### src/rtl/desl_defines.vh
// constants for the dual edge event select and status block
`ifndef DESL_DEFINES_VH
`define DESL_DEFINES_VH
`define DESL_ADDR_W         4
`define DESL_OFF_CTRL       4'h0
`define DESL_CTRL_RESET     16'h0000
`define DESL_BIT_MOD1       15
`define DESL_BIT_POL1       14
`define DESL_SEL1_HI        13
`define DESL_SEL1_LO        10
`define DESL_BIT_STAT2      9
`define DESL_BIT_STAT1      8
`define DESL_BIT_MOD2       7
`define DESL_BIT_POL2       6
`define DESL_SEL2_HI        5
`define DESL_SEL2_LO        2
`define DESL_IMPL_MASK      16'hFFFC
`define DESL_SRC1_TIMER     4'h0
`define DESL_SRC1_OC        4'h1
`define DESL_SRC1_PIN2      4'h2
`define DESL_SRC1_PIN1      4'h3
`define DESL_SRC2_IC        4'h0
`define DESL_SRC2_OC        4'h1
`define DESL_SRC2_PIN1      4'h3
`define DESL_SRC2_CMP       4'h4
`define DESL_RESP_OKAY      2'h0
`define DESL_RESP_SLVERR    2'h2
`endif

### src/rtl/desl_top.v
// dual edge event select and status with an axi4-lite control register
// What this block does
// - first sampling kind bit: 1 edge-sensitive, 0 level-sensitive for edge one
// - first polarity bit: 1 rising or high, 0 falling or low
// - first source: 0 timer, 1 compare, 2 pin two, 3 pin one, rest reserved
// - first event flag sets on a detected event, else keeps its value
// - software writes to first event flag control it directly, as for the second
// - second event flag sets on events; software writes control it directly
// - second sampling kind bit: 1 edge-sensitive, 0 level-sensitive
// - second polarity bit selects response independently of the first
// - implemented bits reset to zero; two lowest bits read zero
//
// Our own choices: the AXI4-Lite register port and the register offsets.
`include "desl_defines.vh"
module desl_top #(
   parameter ADDR_W = `DESL_ADDR_W
) (
   input  wire              aclk,
   input  wire              aresetn,
   input  wire [ADDR_W-1:0] s_axi_awaddr,
   input  wire              s_axi_awvalid,
   output wire              s_axi_awready,
   input  wire [31:0]       s_axi_wdata,
   input  wire [3:0]        s_axi_wstrb,
   input  wire              s_axi_wvalid,
   output wire              s_axi_wready,
   output wire [1:0]        s_axi_bresp,
   output wire              s_axi_bvalid,
   input  wire              s_axi_bready,
   input  wire [ADDR_W-1:0] s_axi_araddr,
   input  wire              s_axi_arvalid,
   output wire              s_axi_arready,
   output wire [31:0]       s_axi_rdata,
   output wire [1:0]        s_axi_rresp,
   output wire              s_axi_rvalid,
   input  wire              s_axi_rready,
   input  wire              timer_one_out,
   input  wire              output_compare_one,
   input  wire              input_capture_one,
   input  wire              comparator_one,
   input  wire              ext_edge_pin_one,
   input  wire              ext_edge_pin_two,
   output wire              first_event_flag,
   output wire              second_event_flag
);
   reg               aw_hold_q;
   reg [ADDR_W-1:0]  awaddr_q;
   reg               w_hold_q;
   reg [31:0]        wdata_q;
   reg [3:0]         wstrb_q;
   reg               bvalid_q;
   reg [1:0]         bresp_q;
   reg               rvalid_q;
   reg [31:0]        rdata_q;
   reg [1:0]         rresp_q;
   reg [15:0]        ctrl_q;
   reg               src1;
   reg               src2;
   wire              do_write;
   wire              wr_hit;
   wire [15:0]       wr_mask;
   wire [15:0]       ctrl_rd;
   wire [3:0]        sel1;
   wire [3:0]        sel2;
   wire              rd_hit;
   wire              stat1_wr;
   wire              stat2_wr;
   wire [15:0]       wr_word;

   // single register, so the word part of its byte address is all that decodes
   localparam [ADDR_W-1:0] CTRL_ADDR = `DESL_OFF_CTRL;

   // byte lane enables widened to a 16-bit mask
   function [15:0] lane_mask;
      input [3:0] strb;
      begin
         lane_mask = {{8{strb[1]}}, {8{strb[0]}}};
      end
   endfunction

   // word decode shared by the write and the read path
   function ctrl_addr_hit;
      input [ADDR_W-1:0] addr;
      begin
         ctrl_addr_hit = (addr[ADDR_W-1:2] == CTRL_ADDR[ADDR_W-1:2]);
      end
   endfunction

   // each address and data channel is latched independently, in either order
   assign s_axi_awready = ~aw_hold_q & ~bvalid_q;
   assign s_axi_wready  = ~w_hold_q & ~bvalid_q;
   assign do_write = aw_hold_q & w_hold_q & ~bvalid_q;
   assign wr_hit   = do_write & ctrl_addr_hit(awaddr_q);
   assign wr_mask  = lane_mask(wstrb_q) & `DESL_IMPL_MASK;
   assign wr_word  = wdata_q[15:0];

   // a flag is written only when the strobe covers its byte
   assign stat1_wr = wr_hit & wr_mask[`DESL_BIT_STAT1];
   assign stat2_wr = wr_hit & wr_mask[`DESL_BIT_STAT2];

   // write path: response rises one cycle after the later half is taken
   always @(posedge aclk) begin
      if (!aresetn) begin
         aw_hold_q <= 1'b0;
         awaddr_q  <= {ADDR_W{1'b0}};
         w_hold_q  <= 1'b0;
         wdata_q   <= 32'h00000000;
         wstrb_q   <= 4'h0;
         bvalid_q  <= 1'b0;
         bresp_q   <= `DESL_RESP_OKAY;
      end else begin
         if (s_axi_awvalid && s_axi_awready) begin
            aw_hold_q <= 1'b1;
            awaddr_q  <= s_axi_awaddr;
         end
         if (s_axi_wvalid && s_axi_wready) begin
            w_hold_q <= 1'b1;
            wdata_q  <= s_axi_wdata;
            wstrb_q  <= s_axi_wstrb;
         end
         if (do_write) begin
            aw_hold_q <= 1'b0;
            w_hold_q  <= 1'b0;
            bvalid_q  <= 1'b1;
            bresp_q   <= wr_hit ? `DESL_RESP_OKAY : `DESL_RESP_SLVERR;
         end else if (bvalid_q && s_axi_bready) begin
            bvalid_q <= 1'b0;
         end
      end
   end

   // response outputs come straight from their registers
   assign s_axi_bvalid = bvalid_q;
   assign s_axi_bresp  = bresp_q;

   // control bits other than the two flags; flags live in the channels
   always @(posedge aclk) begin
      if (!aresetn) begin
         ctrl_q <= `DESL_CTRL_RESET;
      end else if (wr_hit) begin
         ctrl_q <= (ctrl_q & ~wr_mask) | (wr_word & wr_mask);
      end
   end

   assign sel1 = ctrl_q[`DESL_SEL1_HI:`DESL_SEL1_LO];
   assign sel2 = ctrl_q[`DESL_SEL2_HI:`DESL_SEL2_LO];

   // first source mux; reserved codes select a quiet low input
   // a source switch leaves the old sample in the synchroniser for two cycles,
   // so a level-mode setting may set its flag once; clear the flag after switching
   always @* begin
      case (sel1)
         `DESL_SRC1_TIMER: src1 = timer_one_out;
         `DESL_SRC1_OC:    src1 = output_compare_one;
         `DESL_SRC1_PIN2:  src1 = ext_edge_pin_two;
         `DESL_SRC1_PIN1:  src1 = ext_edge_pin_one;
         default:          src1 = 1'b0;
      endcase
   end

   // second source mux, same scheme with its own code table
   always @* begin
      case (sel2)
         `DESL_SRC2_IC:    src2 = input_capture_one;
         `DESL_SRC2_OC:    src2 = output_compare_one;
         `DESL_SRC2_PIN1:  src2 = ext_edge_pin_one;
         `DESL_SRC2_CMP:   src2 = comparator_one;
         default:          src2 = 1'b0;
      endcase
   end

   desl_edge_chan u_chan1 (
      .aclk             (aclk),
      .aresetn          (aresetn),
      .src_in           (src1),
      .sampling_kind    (ctrl_q[`DESL_BIT_MOD1]),
      .trigger_polarity (ctrl_q[`DESL_BIT_POL1]),
      .wr_en            (stat1_wr),
      .wr_val           (wr_word[`DESL_BIT_STAT1]),
      .event_flag       (first_event_flag)
   );

   desl_edge_chan u_chan2 (
      .aclk             (aclk),
      .aresetn          (aresetn),
      .src_in           (src2),
      .sampling_kind    (ctrl_q[`DESL_BIT_MOD2]),
      .trigger_polarity (ctrl_q[`DESL_BIT_POL2]),
      .wr_en            (stat2_wr),
      .wr_val           (wr_word[`DESL_BIT_STAT2]),
      .event_flag       (second_event_flag)
   );

   // readback merges live flags; lowest two bits are held at zero
   assign ctrl_rd = {ctrl_q[`DESL_BIT_MOD1:`DESL_SEL1_LO], second_event_flag, first_event_flag,
                     ctrl_q[`DESL_BIT_MOD2:`DESL_SEL2_LO], 2'b00};

   // read channel: one read at a time, answered the cycle after acceptance
   assign s_axi_arready = ~rvalid_q;

   assign rd_hit = ctrl_addr_hit(s_axi_araddr);

   always @(posedge aclk) begin
      if (!aresetn) begin
         rvalid_q <= 1'b0;
         rdata_q  <= 32'h00000000;
         rresp_q  <= `DESL_RESP_OKAY;
      end else if (s_axi_arvalid && s_axi_arready) begin
         rvalid_q <= 1'b1;
         if (rd_hit) begin
            rdata_q <= {16'h0000, ctrl_rd};
            rresp_q <= `DESL_RESP_OKAY;
         end else begin
            rdata_q <= 32'h00000000;
            rresp_q <= `DESL_RESP_SLVERR;
         end
      end else if (rvalid_q && s_axi_rready) begin
         rvalid_q <= 1'b0;
      end
   end

   assign s_axi_rvalid = rvalid_q;
   assign s_axi_rdata  = rdata_q;
   assign s_axi_rresp  = rresp_q;
endmodule

### src/rtl/desl_edge_chan.v
// one edge channel: synchroniser, edge or level detector, sticky state
module desl_edge_chan (
   input  wire aclk,
   input  wire aresetn,
   input  wire src_in,
   input  wire sampling_kind,
   input  wire trigger_polarity,
   input  wire wr_en,
   input  wire wr_val,
   output wire event_flag
);
   reg sync1_q;
   reg sync2_q;
   reg prev_q;
   reg flag_q;
   wire pol_now;
   wire pol_prev;
   wire hit;
   reg [2:0] fill_q;
   wire primed;

   // two-stage synchroniser, first stage read only by the second
   always @(posedge aclk) begin
      if (!aresetn) begin
         sync1_q <= 1'b0;
         sync2_q <= 1'b0;
         prev_q  <= 1'b0;
      end else begin
         sync1_q <= src_in;
         sync2_q <= sync1_q;
         prev_q  <= sync2_q;
      end
   end

   // fold polarity in so one detector serves both senses
   assign pol_now  = trigger_polarity ? sync2_q : ~sync2_q;
   assign pol_prev = trigger_polarity ? prev_q : ~prev_q;
   // samples are trusted only once the chain has filled after reset;
   // a reset-low chain would otherwise look like a live low level
   always @(posedge aclk) begin
      if (!aresetn) begin
         fill_q <= 3'b000;
      end else begin
         fill_q <= {fill_q[1:0], 1'b1};
      end
   end

   assign primed = fill_q[2];
   assign hit = primed & (sampling_kind ? (pol_now & ~pol_prev) : pol_now);

   // detected event wins over a software write of zero in the same cycle
   always @(posedge aclk) begin
      if (!aresetn) begin
         flag_q <= 1'b0;
      end else if (hit) begin
         flag_q <= 1'b1;
      end else if (wr_en) begin
         flag_q <= wr_val;
      end
   end

   assign event_flag = flag_q;
endmodule

### config.mk
export PLATFORM = sky130hd
export DESIGN_NAME = desl_top
export DESIGN_NICKNAME = d
export VERILOG_FILES = /design/src/rtl/desl_top.v /design/src/rtl/desl_edge_chan.v
export VERILOG_INCLUDE_DIRS = /design/src /design/src/rtl
export SDC_FILE = /design/constraint.sdc
export NUM_CORES = 1
export LEC_CHECK = 0
export ABC_AREA = 0
export BUFFER_PORTS_ARGS = -buffer_cell sky130_fd_sc_hd__buf_2
export CORE_AREA = 5 5 76 92
export DETAILED_ROUTE_END_ITERATION = 10
export DIE_AREA = 0 0 81 97
export PLACE_DENSITY = 0.7
export SLEW_MARGIN = 20
export SYNTH_ARGS = -nofsm -noshare
export SYNTH_HDL_FRONTEND = slang
export SYNTH_SLANG_ARGS = --single-unit
### constraint.sdc
create_clock -name aclk -period 1.3 [get_ports aclk]
set_clock_uncertainty 0.1 [all_clocks]
set_input_delay 0.26 -clock aclk [delete_from_list [all_inputs] [get_ports aclk]]
set_output_delay 0.26 -clock aclk [all_outputs]
set_load 0.05 [all_outputs]
# Word-level counts from Yosys, hierarchy flattened
# Index checks and enable logic that the tools add are counted.
# classes
muxes	21
n_eq_ne	6
bitwise_logic	25
reduce_logical	14
# ops
cell	count
AND 16 bit	2
two-way mux 1 bit	16
two-way mux 16 bit	1
inverter 16 bit	1
OR 16 bit	1
equality test 4 x 2 -> 1 bit, second input constant	3
inverter 1 bit	11
AND 1 bit	10
equality test 4 x 1 -> 1 bit, second input constant	2
logical NOT 4 bit	2
case mux 1 bit (4 select lines)	2
nonzero test 2 bit	4
logical AND 1 bit	5
equality test 4 x 3 -> 1 bit, second input constant	1
logical NOT 2 bit	2
two-way mux 2 bit	2
OR reduction 2 bit	1
# totals
ff_bits	92
elab_cells	89
in_bits	57

# Depth between registers and ports, before layout
# logic_depth
depth_word	7
mapped_depth	6
ltp_nobuf	3

# Cells and area by module
# Synthesis repeated with hierarchy kept, for this count alone.
# unflattened
hier_cells	278
area_unflattened_um2	2653.8
# modules_own_cells
mod	seq_area_each_um2	area_each_um2	cells_per_inst	instances
desl_top	1001.0	2188.3	238	1
desl_edge_chan	140.1	232.7	20	2

# Worst setup path after synthesis
# Ideal clock, no wire load.
# synth_path
path_kind	register to output
from	register bvalid_q (netlist: s_axi_bvalid)
to	output s_axi_wready
required_time_ns	0.940
setup_slack_ns	-0.404
t_arrival_ns	1.344
path_buffers	1
stages_incl_launch_ff	3
cell_sequence	dfxtp_1 buf_6 nor2_1
# synth_between
elab_chain_cells	2
# synth_rtl
item	line_no	text
start: declaration	desl_top.v:51	reg bvalid_q;
start signal: assignment	desl_top.v:109	bvalid_q <= 1'b0;
start signal: assignment	desl_top.v:124	bvalid_q <= 1'b1;
start signal: assignment	desl_top.v:127	bvalid_q <= 1'b0;
inverter 1 bit	desl_top.v:91	assign s_axi_wready = ~w_hold_q & ~bvalid_q;
AND 1 bit	desl_top.v:91	
end: declaration	desl_top.v:26	output wire s_axi_wready,
# No other way between the ends.

# Worst setup path after layout
# layout_path
from	register bvalid_q (netlist: s_axi_bvalid)
to	output s_axi_awready
# layout_between
elab_chain_cells	2
# layout_rtl
item	line_no	text
inverter 1 bit	desl_top.v:90	assign s_axi_awready = ~aw_hold_q & ~bvalid_q;
AND 1 bit	desl_top.v:90	
end: declaration	desl_top.v:22	output wire s_axi_awready,
# No other way between the ends.

==> results.md <==
* Final nets at 405
* Power density cells at 1429 mW/mm^2
* Area of the multi-input gates at 0.001077 mm^2
* Die Y at 97 um
* CTS max path bufs at 2
* First-pass GRT wire length at 9.294 mm
* Buf/Inv on CP at 2
* Total number of yosys warnings at 0
* Drt via density at 4.701
* Largest stage delay on the critical path at 0.37 ns
* Fin. max-slew vios at 0
* Netlist cell types at 40
* Worst-path cell chain: buf_6 -> nor2_4 -> buf_8
* Type of the tightest min-delay check: primary input to flop
* Initial Utilization at 41.35%
* Area of all sequential standard cells at 0.001240 mm^2
* Clk Latency, worst-skew pair at 0.34 ns
* Gr ovfl total at 0
* ANT cells at 0
* Violated checks: setup timing
* DIE AREA at 0.007857 mm^2
* GRT Total Usage at 15.07%
* Number of flops mapped to enable cells by yosys at 0
* Number of buffers created by CTS at 9
* Starting DRC count in detailed routing at 132
* Leading cell type in the layout, fill and taps excluded: dfxtp_1
* Worst Setup Path Type: flop to primary output
* Largest area contributor in the netlist: dfxtp_1
* Total power at 4729 uW
* HPWL after DPL at 3.934 mm
* Via count at 2045
* Final Hold Viols at 0
* Fin crit share at 109.8%
* Cell Area, Synth at 0.002470 mm^2
* H-tree Lvls at 3
* Share of cells above drive strength 1 at 33.71%
* Die Wd at 81 um
* Compound-gate portion of the synthesized area at 13.98%
* # IOs at 100
* Data required, critical path at 0.94 ns
* Status: finished, violations left
* Worst EP arrival at 1.07 ns
* Top cell type's share of synthesized area at 49.44%
* Post-synthesis cell count at 274
* Adder-Cell Fraction of Synth Area at 0%
* Post-synthesis async set-or-reset flop share at 0%
* Antenna violations before repair at 0
* Vias in the first global route at 2031
* Core area at 0.005973 mm^2
* Hold Buf Count CTS at 0
* Register area share after synthesis at 49.44%
* Setup WS post-layout at -0.1275 ns
* Highest clock rate at 700.5 MHz
* Synth Area per Inst at 9.014 um^2
* Max VDD drop at 0.0007638 V
* RSZ-0062 raised after global routing: true
* Post-synthesis simple-gate area fraction at 20.21%
* Post-Synth XOR/XNOR Area at 0.7092%
* Post-route ant nets at 0
* Pin count of the biggest net entering global routing at 21
* Buffers added on ports at 55
* DR WL/cell at 12.76 um
* CP max FO at 7
* Final setup viols at 24
* TritonCTS clock tree: done
* Synth area leaders: dfxtp_1 (49%), buf_4 (7.3%), nand2_1 (6.8%)
* Multiplexer share of the synthesized area at 4.154%
* Largest family of logic cells by synthesized area: simple AND/OR/NAND/NOR gates
* Worst path slowest cell: dfxtp_4
* Crit-path leading delay family: flip-flops
* Crit. End Element: primary output
* Most frequent cells in the layout: dfxtp_1 (52), nand2_1 (45), buf_2 (33)
* Pre-Repair DR Iteration Count at 4
* Synth Flop Type: dfxtp_1
* Row cnt at 31
* Post-route minimum period at 1.427 ns
* Core Util, Final at 55.43%
* Max Cap Viol at 0
* GP Congestion at 0.7907
* Clock-pin slew of the registers on the worst-case setup and hold paths at 0.07 ns
* Post-route DRC violation count at 0
* Area Overhead vs Synth at 34.04%
* Leak pwr at 0.001383 uW
* Root buf cell: clkbuf_8
* Seq cells post-synth at 61
* FILL cells at 591
* Final wirelength at 5.550 mm
* Crit start category: flop
* Clock Sinks at 61
==> area by class of cell <==
cell class                      count  area share [%]
Clock buffer                       14           5.858
Clock inverter                      2           1.814
Inverter                            6          0.6803
Multi-Input combinational cell    189           32.54
Sequential cell                    61           37.45
Tap cell                           82           3.099
Timing Repair Buffer               81           18.56
==> Yosys cell counts (all sizes together) (2+ instances only) <==
cell    count
dfxtp      61
nand2b      4
o21ai       7
clkbuf      8
mux2i       8
and2        6
nand2      45
buf        29
nor4b       2
a211oi      2
nand3       7
o211ai      4
or3b        2
nor2       24
inv         6
nor3b       3
a21oi      26
a22oi      15
==> worst paths after layout <==
| kind | start | end | slack (ns) | cells past startpoint |
|---|---|---|---|---|
| worst max-delay path | s_axi_bvalid | s_axi_awready | -0.13 | 3 |
| worst min-delay path | s_axi_awaddr[2] | awaddr_q[2] | 0.06 | 3 |
| worst max register to register | w_hold_q | wdata_q[11] | -0.07 | 5 |
| worst min register to register | u_chan2.sync1_q | u_chan2.sync2_q | 0.33 | 1 |
==> stage by stage <==
stage                     setup WS (ns)  TNS, ns  instances  hold WS, ns  area [um^2]
final                           -0.1275   -1.198        435      0.06109         3311
after global routing            -0.1799   -2.488        435      0.05274         3311
after CTS                       -0.1381   -1.228        431      0.04703         3213
after detailed placement       -0.09582  -0.6426        414       0.3207         2869
after global placement         -0.04874  -0.3905        414       0.3143         2869
after floorplan                 -0.1833   -3.016        293       0.1877         2566
==> what timing repair did <==
action                     CTS  global route
pin swaps                    1             6
setup endpoints to repair   50            45
gates resized for setup     32            31
buffers inserted             2             3
gates cloned                 0             1
==> where the power goes <==
group | total, uW | internal (uW) | switching (uW)
clock network | 2080 | 1360 | 723
registers | 1990 | 1940 | 46.8
logic | 663 | 246 | 418
==> tightest hold or removal path: stages <==
cell and delay (ns):
buf_2 0.07, mux2i_1 0.05, nor2_1 0.07
==> cells by family (layout without fill, tap and decap cells) <==
group / after synthesis / in the layout
simple gates: 101 / 101
compound gates: 57 / 57
flops: 61 / 61
mux: 9 / 9
xor+xnor: 2 / 2
buf+inv: 43 / 103
other cells: 1 / 20
==> routing by layer <==
metal	global-route usage (%)	wire length [um]	vias up
li1	-	-	1037
met1	18.44	2328	937
met2	23.78	2749	59
met3	4.182	339	12
met4	7.542	132	0
met5	0	0	-
Note: power is estimated with default switching activity, not from simulation.
